$ cat src/chgds_pkg.sv
// package of constants and types for the charger detail status registers
//
// Function
// - code 0x00 in prequalification, charger good set
// - 0x01 fast constant current, 0x02 constant voltage
// - 0x03 top-off good, 0x04 top-off not good
// - 0x06 timer fault, 0x07 detect-input suspend
// - 0x08 charger off, charger good set
// - 0x0a thermal shutdown; reserved codes never produced
// - battery code 0x00 when no battery present
// - battery 0x01 below prequal, with state 0x00
// - battery 0x02 timer fault, with state 0x06
// - 0x03 healthy above sysmin, 0x04 below sysmin
// - battery 0x05 overvoltage, held 37.5 ms
// - overvoltage only with valid input or boost
// - 0x06 after 6 ms overcurrent; read clears
// - fault priority: overcurrent, nobattery, overvoltage, timer, prequal
// - bit 7 follows junction over regulation threshold
// - bypass bits: reverse boost, boost, buck negative
// - bypass good exactly when bypass bits zero
// - battery good exactly for codes 0x03, 0x04
`default_nettype none

package chgds_pkg;

    // =====================================================================
    // register map
    localparam logic [7:0] CHGDS_ADDR_CHG_BAT = 8'hb4; // charger_battery_detail_status
    localparam logic [7:0] CHGDS_ADDR_BYPASS  = 8'hb5; // bypass_node_detail_status
    localparam logic [7:0] CHGDS_RESET_VALUE  = 8'h00;
    localparam logic [7:0] CHGDS_UNMAPPED     = 8'h00;

    // =====================================================================
    // field positions
    localparam int CHGDS_CS_LSB   = 0; // charge_state_code 3:0
    localparam int CHGDS_CS_MSB   = 3;
    localparam int CHGDS_BC_LSB   = 4; // battery_condition_code 6:4
    localparam int CHGDS_BC_MSB   = 6;
    localparam int CHGDS_THERMAL_REGULATION_FLAG_BIT = 7; // thermal_regulation_flag
    localparam int CHGDS_BYP_W    = 3; // bypass_fault_bits 2:0, bit 3 reads zero

    // =====================================================================
    // charge state codes
    localparam logic [3:0] CHGDS_CS_PREQUAL   = 4'h0;
    localparam logic [3:0] CHGDS_CS_FAST_CC   = 4'h1;
    localparam logic [3:0] CHGDS_CS_FAST_CV   = 4'h2;
    localparam logic [3:0] CHGDS_CS_TOPOFF    = 4'h3;
    localparam logic [3:0] CHGDS_CS_TOPOFF_NG = 4'h4;
    localparam logic [3:0] CHGDS_CS_TIMER     = 4'h6;
    localparam logic [3:0] CHGDS_CS_DETECT    = 4'h7;
    localparam logic [3:0] CHGDS_CS_OFF       = 4'h8;
    localparam logic [3:0] CHGDS_CS_THERMAL   = 4'ha;

    // =====================================================================
    // battery condition codes
    localparam logic [2:0] CHGDS_BC_NO_BAT  = 3'h0;
    localparam logic [2:0] CHGDS_BC_PREQUAL = 3'h1;
    localparam logic [2:0] CHGDS_BC_TIMER   = 3'h2;
    localparam logic [2:0] CHGDS_BC_OK_HIGH = 3'h3;
    localparam logic [2:0] CHGDS_BC_OK_LOW  = 3'h4;
    localparam logic [2:0] CHGDS_BC_OVP     = 3'h5;
    localparam logic [2:0] CHGDS_BC_OC      = 3'h6;

    // =====================================================================
    // timing
    localparam longint CHGDS_CLK_HZ      = 50_000_000;
    localparam longint CHGDS_OVP_HOLD_US = 37_500; // 37.5 ms
    localparam longint CHGDS_OC_MIN_US   = 6_000;  // 6 ms
    localparam int     CHGDS_CNT_W       = 21;
    localparam longint CHGDS_OVP_HOLD_CYC =
        (CHGDS_OVP_HOLD_US * CHGDS_CLK_HZ + 999_999) / 1_000_000;
    localparam longint CHGDS_OC_MIN_CYC =
        (CHGDS_OC_MIN_US * CHGDS_CLK_HZ + 999_999) / 1_000_000;

    // =====================================================================
    // phases reported by the charger core state machine
    typedef enum logic [3:0] {
        CHGDS_PH_PREQUAL,
        CHGDS_PH_FAST_CC,
        CHGDS_PH_FAST_CV,
        CHGDS_PH_TOPOFF,
        CHGDS_PH_TOPOFF_DONE,
        CHGDS_PH_TIMER_FAULT,
        CHGDS_PH_DETECT_SUSPEND,
        CHGDS_PH_OFF,
        CHGDS_PH_THERMAL_OFF
    } chgds_phase_t;

endpackage : chgds_pkg

`default_nettype wire

$ cat src/chgds_status_regs.sv
// charger detail status registers: code encoding, fault hold timers, register read port
`timescale 1ns/1ps
`default_nettype none

module chgds_status_regs #(
    parameter logic [20:0] OVP_HOLD_CYC = 21'(chgds_pkg::CHGDS_OVP_HOLD_CYC),
    parameter logic [20:0] OC_MIN_CYC   = 21'(chgds_pkg::CHGDS_OC_MIN_CYC)
) (
    input  wire logic                   clk_i,
    input  wire logic                   rst_n_i,
    // charger core status
    input  wire chgds_pkg::chgds_phase_t chg_phase_i,
    input  wire logic                   no_battery_i,
    input  wire logic                   below_prequal_i,
    input  wire logic                   timer_fault_i,
    input  wire logic                   above_sysmin_i,
    input  wire logic                   overvoltage_cmp_i,
    input  wire logic                   input_valid_i,
    input  wire logic                   boost_mode_i,
    input  wire logic                   overcurrent_i,
    input  wire logic                   tj_over_threshold_i,
    input  wire logic [2:0]             bypass_fault_bits_i,
    // register port from the serial interface engine
    input  wire logic [7:0]             reg_addr_i,
    input  wire logic                   reg_rd_i,
    input  wire logic                   reg_wr_i,
    input  wire logic [7:0]             reg_wdata_i,
    output logic      [7:0]             reg_rdata_o,
    output logic                        reg_ack_o,
    // summaries and event
    output logic                        charger_good_flag_o,
    output logic                        battery_good_flag_o,
    output logic                        bypass_good_flag_o,
    output logic                        bypass_change_interrupt_o
);

    // =====================================================================
    // state
    logic [3:0]  cs_code_q;
    logic [3:0]  cs_code_d;
    logic        chg_good_d;
    logic [2:0]  bc_code_q;
    logic [2:0]  bc_code_d;
    logic        thermal_regulation_flag_q;
    logic [2:0]  byp_q;
    logic [20:0] ovp_cnt_q;
    logic [20:0] ovp_cnt_d;
    logic [20:0] oc_cnt_q;
    logic [20:0] oc_cnt_d;
    logic        oc_hold_q;
    logic        oc_hold_d;
    logic [7:0]  rdata_q;
    logic        ack_q;
    logic        chg_good_q;
    logic        bat_good_q;
    logic        byp_good_q;
    logic        byp_intr_q;

    // =====================================================================
    // charge state encoding from the core phase
    always_comb begin
        cs_code_d  = chgds_pkg::CHGDS_CS_OFF;
        chg_good_d = 1'b1;
        case (chg_phase_i)
            chgds_pkg::CHGDS_PH_PREQUAL: begin
                cs_code_d  = chgds_pkg::CHGDS_CS_PREQUAL;
                chg_good_d = 1'b1;
            end
            chgds_pkg::CHGDS_PH_FAST_CC: begin
                cs_code_d  = chgds_pkg::CHGDS_CS_FAST_CC;
                chg_good_d = 1'b1;
            end
            chgds_pkg::CHGDS_PH_FAST_CV: begin
                cs_code_d  = chgds_pkg::CHGDS_CS_FAST_CV;
                chg_good_d = 1'b1;
            end
            chgds_pkg::CHGDS_PH_TOPOFF: begin
                cs_code_d  = chgds_pkg::CHGDS_CS_TOPOFF;
                chg_good_d = 1'b1;
            end
            chgds_pkg::CHGDS_PH_TOPOFF_DONE: begin
                cs_code_d  = chgds_pkg::CHGDS_CS_TOPOFF_NG;
                chg_good_d = 1'b0;
            end
            chgds_pkg::CHGDS_PH_TIMER_FAULT: begin
                cs_code_d  = chgds_pkg::CHGDS_CS_TIMER;
                chg_good_d = 1'b0;
            end
            chgds_pkg::CHGDS_PH_DETECT_SUSPEND: begin
                cs_code_d  = chgds_pkg::CHGDS_CS_DETECT;
                chg_good_d = 1'b0;
            end
            chgds_pkg::CHGDS_PH_THERMAL_OFF: begin
                cs_code_d  = chgds_pkg::CHGDS_CS_THERMAL;
                chg_good_d = 1'b0;
            end
            default: begin
                cs_code_d  = chgds_pkg::CHGDS_CS_OFF;
                chg_good_d = 1'b1;
            end
        endcase
    end

    // =====================================================================
    // overvoltage qualify and hold timer
    wire ovp_active = overvoltage_cmp_i & (input_valid_i | boost_mode_i);
    wire ovp_flag   = ovp_active | (ovp_cnt_q != 21'h0);
    assign ovp_cnt_d = ovp_active ? OVP_HOLD_CYC :
                       (ovp_cnt_q != 21'h0) ? ovp_cnt_q - 21'h1 : 21'h0;

    // overcurrent duration counter and sticky hold, set wins over read clear
    wire oc_done   = overcurrent_i & (oc_cnt_q == OC_MIN_CYC - 21'h1);
    wire rd_chgbat = reg_rd_i & (reg_addr_i == chgds_pkg::CHGDS_ADDR_CHG_BAT);
    assign oc_cnt_d  = !overcurrent_i ? 21'h0 :
                       (oc_cnt_q == OC_MIN_CYC - 21'h1) ? oc_cnt_q : oc_cnt_q + 21'h1;
    assign oc_hold_d = oc_done | (oc_hold_q & ~rd_chgbat);

    // =====================================================================
    // battery condition priority encoder
    assign bc_code_d = oc_hold_q       ? chgds_pkg::CHGDS_BC_OC :
                       no_battery_i    ? chgds_pkg::CHGDS_BC_NO_BAT :
                       ovp_flag        ? chgds_pkg::CHGDS_BC_OVP :
                       timer_fault_i   ? chgds_pkg::CHGDS_BC_TIMER :
                       below_prequal_i ? chgds_pkg::CHGDS_BC_PREQUAL :
                       above_sysmin_i  ? chgds_pkg::CHGDS_BC_OK_HIGH :
                                         chgds_pkg::CHGDS_BC_OK_LOW;

    // register images; writes never reach them
    wire [7:0] img_chgbat = {thermal_regulation_flag_q, bc_code_q, cs_code_q};
    wire [7:0] img_bypass = {5'h00, byp_q};
    wire       hit_chgbat = reg_addr_i == chgds_pkg::CHGDS_ADDR_CHG_BAT;
    wire       hit_bypass = reg_addr_i == chgds_pkg::CHGDS_ADDR_BYPASS;
    wire [7:0] rd_mux     = hit_chgbat ? img_chgbat :
                            hit_bypass ? img_bypass : chgds_pkg::CHGDS_UNMAPPED;
    wire       unused_wr  = reg_wr_i ^ (^reg_wdata_i);

    // =====================================================================
    // status capture
    always_ff @(posedge clk_i or negedge rst_n_i) begin
        if (!rst_n_i) begin
            cs_code_q <= 4'h0;
            bc_code_q <= 3'h0;
            thermal_regulation_flag_q    <= 1'b0;
            byp_q     <= 3'h0;
        end else begin
            cs_code_q <= cs_code_d;
            bc_code_q <= bc_code_d;
            thermal_regulation_flag_q    <= tj_over_threshold_i;
            byp_q     <= bypass_fault_bits_i;
        end
    end

    // timers
    always_ff @(posedge clk_i or negedge rst_n_i) begin
        if (!rst_n_i) begin
            ovp_cnt_q <= 21'h0;
            oc_cnt_q  <= 21'h0;
            oc_hold_q <= 1'b0;
        end else begin
            ovp_cnt_q <= ovp_cnt_d;
            oc_cnt_q  <= oc_cnt_d;
            oc_hold_q <= oc_hold_d;
        end
    end

    // read port, summaries and bypass change event
    always_ff @(posedge clk_i or negedge rst_n_i) begin
        if (!rst_n_i) begin
            rdata_q    <= chgds_pkg::CHGDS_RESET_VALUE;
            ack_q      <= 1'b0;
            chg_good_q <= 1'b0;
            bat_good_q <= 1'b0;
            byp_good_q <= 1'b0;
            byp_intr_q <= 1'b0;
        end else begin
            rdata_q    <= reg_rd_i ? rd_mux : rdata_q;
            ack_q      <= reg_rd_i | reg_wr_i;
            chg_good_q <= chg_good_d;
            bat_good_q <= (bc_code_d == chgds_pkg::CHGDS_BC_OK_HIGH) |
                          (bc_code_d == chgds_pkg::CHGDS_BC_OK_LOW);
            byp_good_q <= bypass_fault_bits_i == 3'h0;
            byp_intr_q <= bypass_fault_bits_i != byp_q;
        end
    end

    assign reg_rdata_o               = rdata_q;
    assign reg_ack_o                 = ack_q;
    assign charger_good_flag_o       = chg_good_q;
    assign battery_good_flag_o       = bat_good_q;
    assign bypass_good_flag_o        = byp_good_q;
    assign bypass_change_interrupt_o = byp_intr_q;
endmodule : chgds_status_regs

`default_nettype wire

$ cat config.mk
export PLATFORM = sky130hd
export DESIGN_NAME = chgds_status_regs
export DESIGN_NICKNAME = d
export VERILOG_FILES = /design/src/chgds_pkg.sv /design/src/chgds_status_regs.sv
export SDC_FILE = /design/constraint.sdc
export NUM_CORES = 1
export LEC_CHECK = 0
export BUFFER_PORTS_ARGS = -buffer_cell sky130_fd_sc_hd__clkbuf_2
export CORE_MARGIN = 1.5
export CORE_UTILIZATION = 56
export DETAILED_ROUTE_END_ITERATION = 7
export PLACE_DENSITY_LB_ADDON = 0.12
export SETUP_SLACK_MARGIN = 0.2
export SLEW_MARGIN = 20
export SYNTH_ARGS = -nofsm -noshare
export SYNTH_HDL_FRONTEND = slang
export SYNTH_SLANG_ARGS = --single-unit
$ cat constraint.sdc
create_clock -name clk_i -period 2.45 [get_ports clk_i]
set_input_delay 0.49 -clock clk_i [delete_from_list [all_inputs] [get_ports clk_i]]
set_output_delay 0.49 -clock clk_i [all_outputs]
set_load 0.01 [all_outputs]
==> flow_summary.ini <==
[status]
status = complete, no violations

[synthesis]
ys_warn_count = 0
synth_area_um2 = 3213
yosys-top-cells-count = dfrtp_1, nor2_1, xnor2_1
synth_edf_count = 0
ys_types = 54
synthTopCellsByArea = dfrtp_1, xnor2_1, nor2_1, o21ai_0, nor4_1
synthesis.instances = 307
synth_top_cell_area_share_pct = 52.18
ys_async_sr_fraction_pct = 100.0
yosysMostFrequentCell = dfrtp_1
synth.largest_area_cell = dfrtp_1
yosysSeqAreaShare_pct = 52.18
synthFlopType = dfrtp_1
syn_nets = 348
ys_seq_elements = 67
syn-mean-instance-area_um2 = 10.47

[critical_path]
crit_type = flip-flop to flip-flop
endpoint_kind = flip-flop
start_kind = flip-flop
cp.arrival_ps = 2430
crit_fanout = 6
worstPathRequired_ps = 2670

[timing]
hold_viol = 0
max_freq_ghz = 0.4532
setup_slack_ps = 243.4
fin_tns_setup_ps = 0
worst_pin_slew_ps = 620.6
min_period_over_period_pct = 90.07
relSlewSlack_pct = 58.63
finalWorstPathRequiredPeriod_ps = 2207
rsz0062_at_grt = true
setup_viol = 0
worst_clock_skew_ps = 5.661
final-max-slew-violation-count = 0

[global_route]
grt_max_degree = 43
antenna_found_initial = 0
grt_overflow = 0
grt_pass1_wl_mm = 11.26
track_usage_pct = 23.55
grt_pass1_vias = 2460

[place]
place_ws_ps = 131.6
hpwl_mm = 4.503
post-place-cells = 417
port_buffers = 40
globalplace.congestion = 0.8381

[clock_tree]
clkSinkCount = 67
postCtsHoldBufs = 0
htree_levels = 3
path_clk_slew_ps = 70
cts_tree = built
root_buffer = clkbuf_8
clk_latency_ps = 340
clk_path_buf_depth = 2
cts_buffers = 9

[layout]
final_cells = 434
nets = 400
area_growth_pct = 17.29
antenna_cells = 0
drive_gt1_share_pct = 22.38

[detailed_routing]
drc = 0
vias = 2543
drtAntennaViolNets = 0
routedWlPerCell_um = 14.98
postRouteWirelength_mm = 6.500
first_pass_iters = 4
drtIter0Drc = 230
via_per_inst = 5.859

[worst_hold_path]
hold_class = primary input to asynchronous set/reset pin

[die]
ios = 49
fp.dieH_um = 78.75
die_w_um = 78.75
row_count = 27
die_area_um2 = 6201
start_util_pct = 58.35
coreArea_um2 = 5507

[job]
max_cap_violations = 0

[power_and_ir_drop]
peakVddDrop_mv = 0.3877
p_int_mw = 1.673
power.switching_mw = 0.5718
p_leak_nw = 1.562
p_sw_share_pct = 25.47
p_seq_share_pct = 53.2
power_frac_comb_pct = 10.8
p_total_mw = 2.245
pwr-share-clk_pct = 36.0
powerDensity_nw_per_um2 = 595.8
[critical path, stage by stage (launching register included)]
cell and delay (ps):
dfrtp_1 410, inv_1 100, ha_4 140, or4b_4 470
buf_4 170, or4_4 480, a211o_1 310
[placed cells by master (no fill, tap or decap), types with 3 or more instances in the layout]
cell	count
xor2_1	3
a22o_1	5
a31oi_1	5
or3_1	7
nand4_1	5
o21ai_0	17
buf_4	9
nand2_1	13
o31ai_1	3
clkbuf_8	11
or4_1	4
mux2i_1	5
a21oi_1	8
a211oi_1	3
clkbuf_2	39
nor4b_1	4
nand3_1	10
o2bb2ai_1	3
or2_2	3
o41ai_1	3
ha_1	4
o211ai_1	4
nor4_1	11
nor3_1	11
nor2_1	27
dfrtp_1	67
and4_1	5
or4_4	5
xnor2_1	19
inv_1	11
[cells by family after synthesis]
| kind of cell | Yosys count | synth area share [%] |
|---|---|---|
| DFF | 67 | 52.18 |
| adders and majority gates | 5 | 1.947 |
| and+or+nand+nor | 122 | 21.92 |
| AOI/OAI and AO/OA | 64 | 13.44 |
| muxes | 5 | 1.558 |
| xor gates and xnor gates | 22 | 5.997 |
| buffers and inverters | 22 | 2.959 |
[state kept, by name, indices dropped and copies added (netlist names), 3 cells and up]
name / flops
bc_code_q: 3
ovp_cnt_q: 21
reg_rdata_o: 8
byp_q: 3
cs_code_q: 4
oc_cnt_q: 21
[power by group through the flow]
| stage | Combinational (mW) | Clock [mW] | Sequential (mW) |
|---|---|---|---|
| after global routing | 0.277 | 0.879 | 1.20 |
| after global placement | 0.220 | 0 | 1.21 |
| after detailed placement | 0.225 | 0 | 1.21 |
| after CTS | 0.237 | 0.835 | 1.19 |
| final | 0.243 | 0.808 | 1.19 |
| after floorplan | 0.130 | 0 | 1.20 |
[cell type report]
type	count	area (um^2)
tap	72	90.09
timing repair buffer	51	307.8
sequential	67	1677
inverter	12	45.04
multi-input combinational	218	1481
clock buffer	12	155.1
fill	419	1738
clock inverter	2	12.51
[layer usage]
layer | part of all wire (%) | global-route usage (%) | up-vias | wire length (um)
met3 | 5.1 | 6.667 | 9 | 334
met5 | 0 | 0 | - | 0
met1 | 47 | 31.21 | 1222 | 3077
met4 | 1.4 | 10.36 | 0 | 91
li1 | - | - | 1242 | -
met2 | 46 | 36.21 | 70 | 2997
[metrics by stage]
step	hold WS (ps)	util (%)	area [um^2]
2_1_floorplan	194.4	-	3213
3_3_place_gp	446.6	64.03	3526
3_5_place_dp	451.7	64.03	3526
4_1_cts	174.6	67.83	3735
5_1_grt	196.6	68.44	3769
6_report	159.0	68.44	3769
[worst paths after layout]
kind / start / end / slack, ps / cells past startpoint
max: ovp_cnt_q[0]$_DFF_PN0_ / ovp_cnt_q[12]$_DFF_PN0_ / 240 / 6
min in group clk_i: tj_over_threshold_i / thermal_regulation_flag_q$_DFF_PN0_ / 250 / 1
max in group asynchronous: rst_n_i / ovp_cnt_q[14]$_DFF_PN0_ / 1670 / 2
min reg2reg: thermal_regulation_flag_q$_DFF_PN0_ / reg_rdata_o[7]$_DFFE_PN0P_ / 470 / 1
min: rst_n_i / ovp_cnt_q[20]$_DFF_PN0_ / 160 / 1
max reg2reg: ovp_cnt_q[0]$_DFF_PN0_ / ovp_cnt_q[12]$_DFF_PN0_ / 240 / 6
[timing repair]
action | CTS | global route
pin swaps | 1 | 1
gates resized for setup | 4 | 5
gates cloned | 0 | 0
setup endpoints to repair | 18 | 3
buffers inserted | 2 | 1
Power figures use the tool's default switching activity.
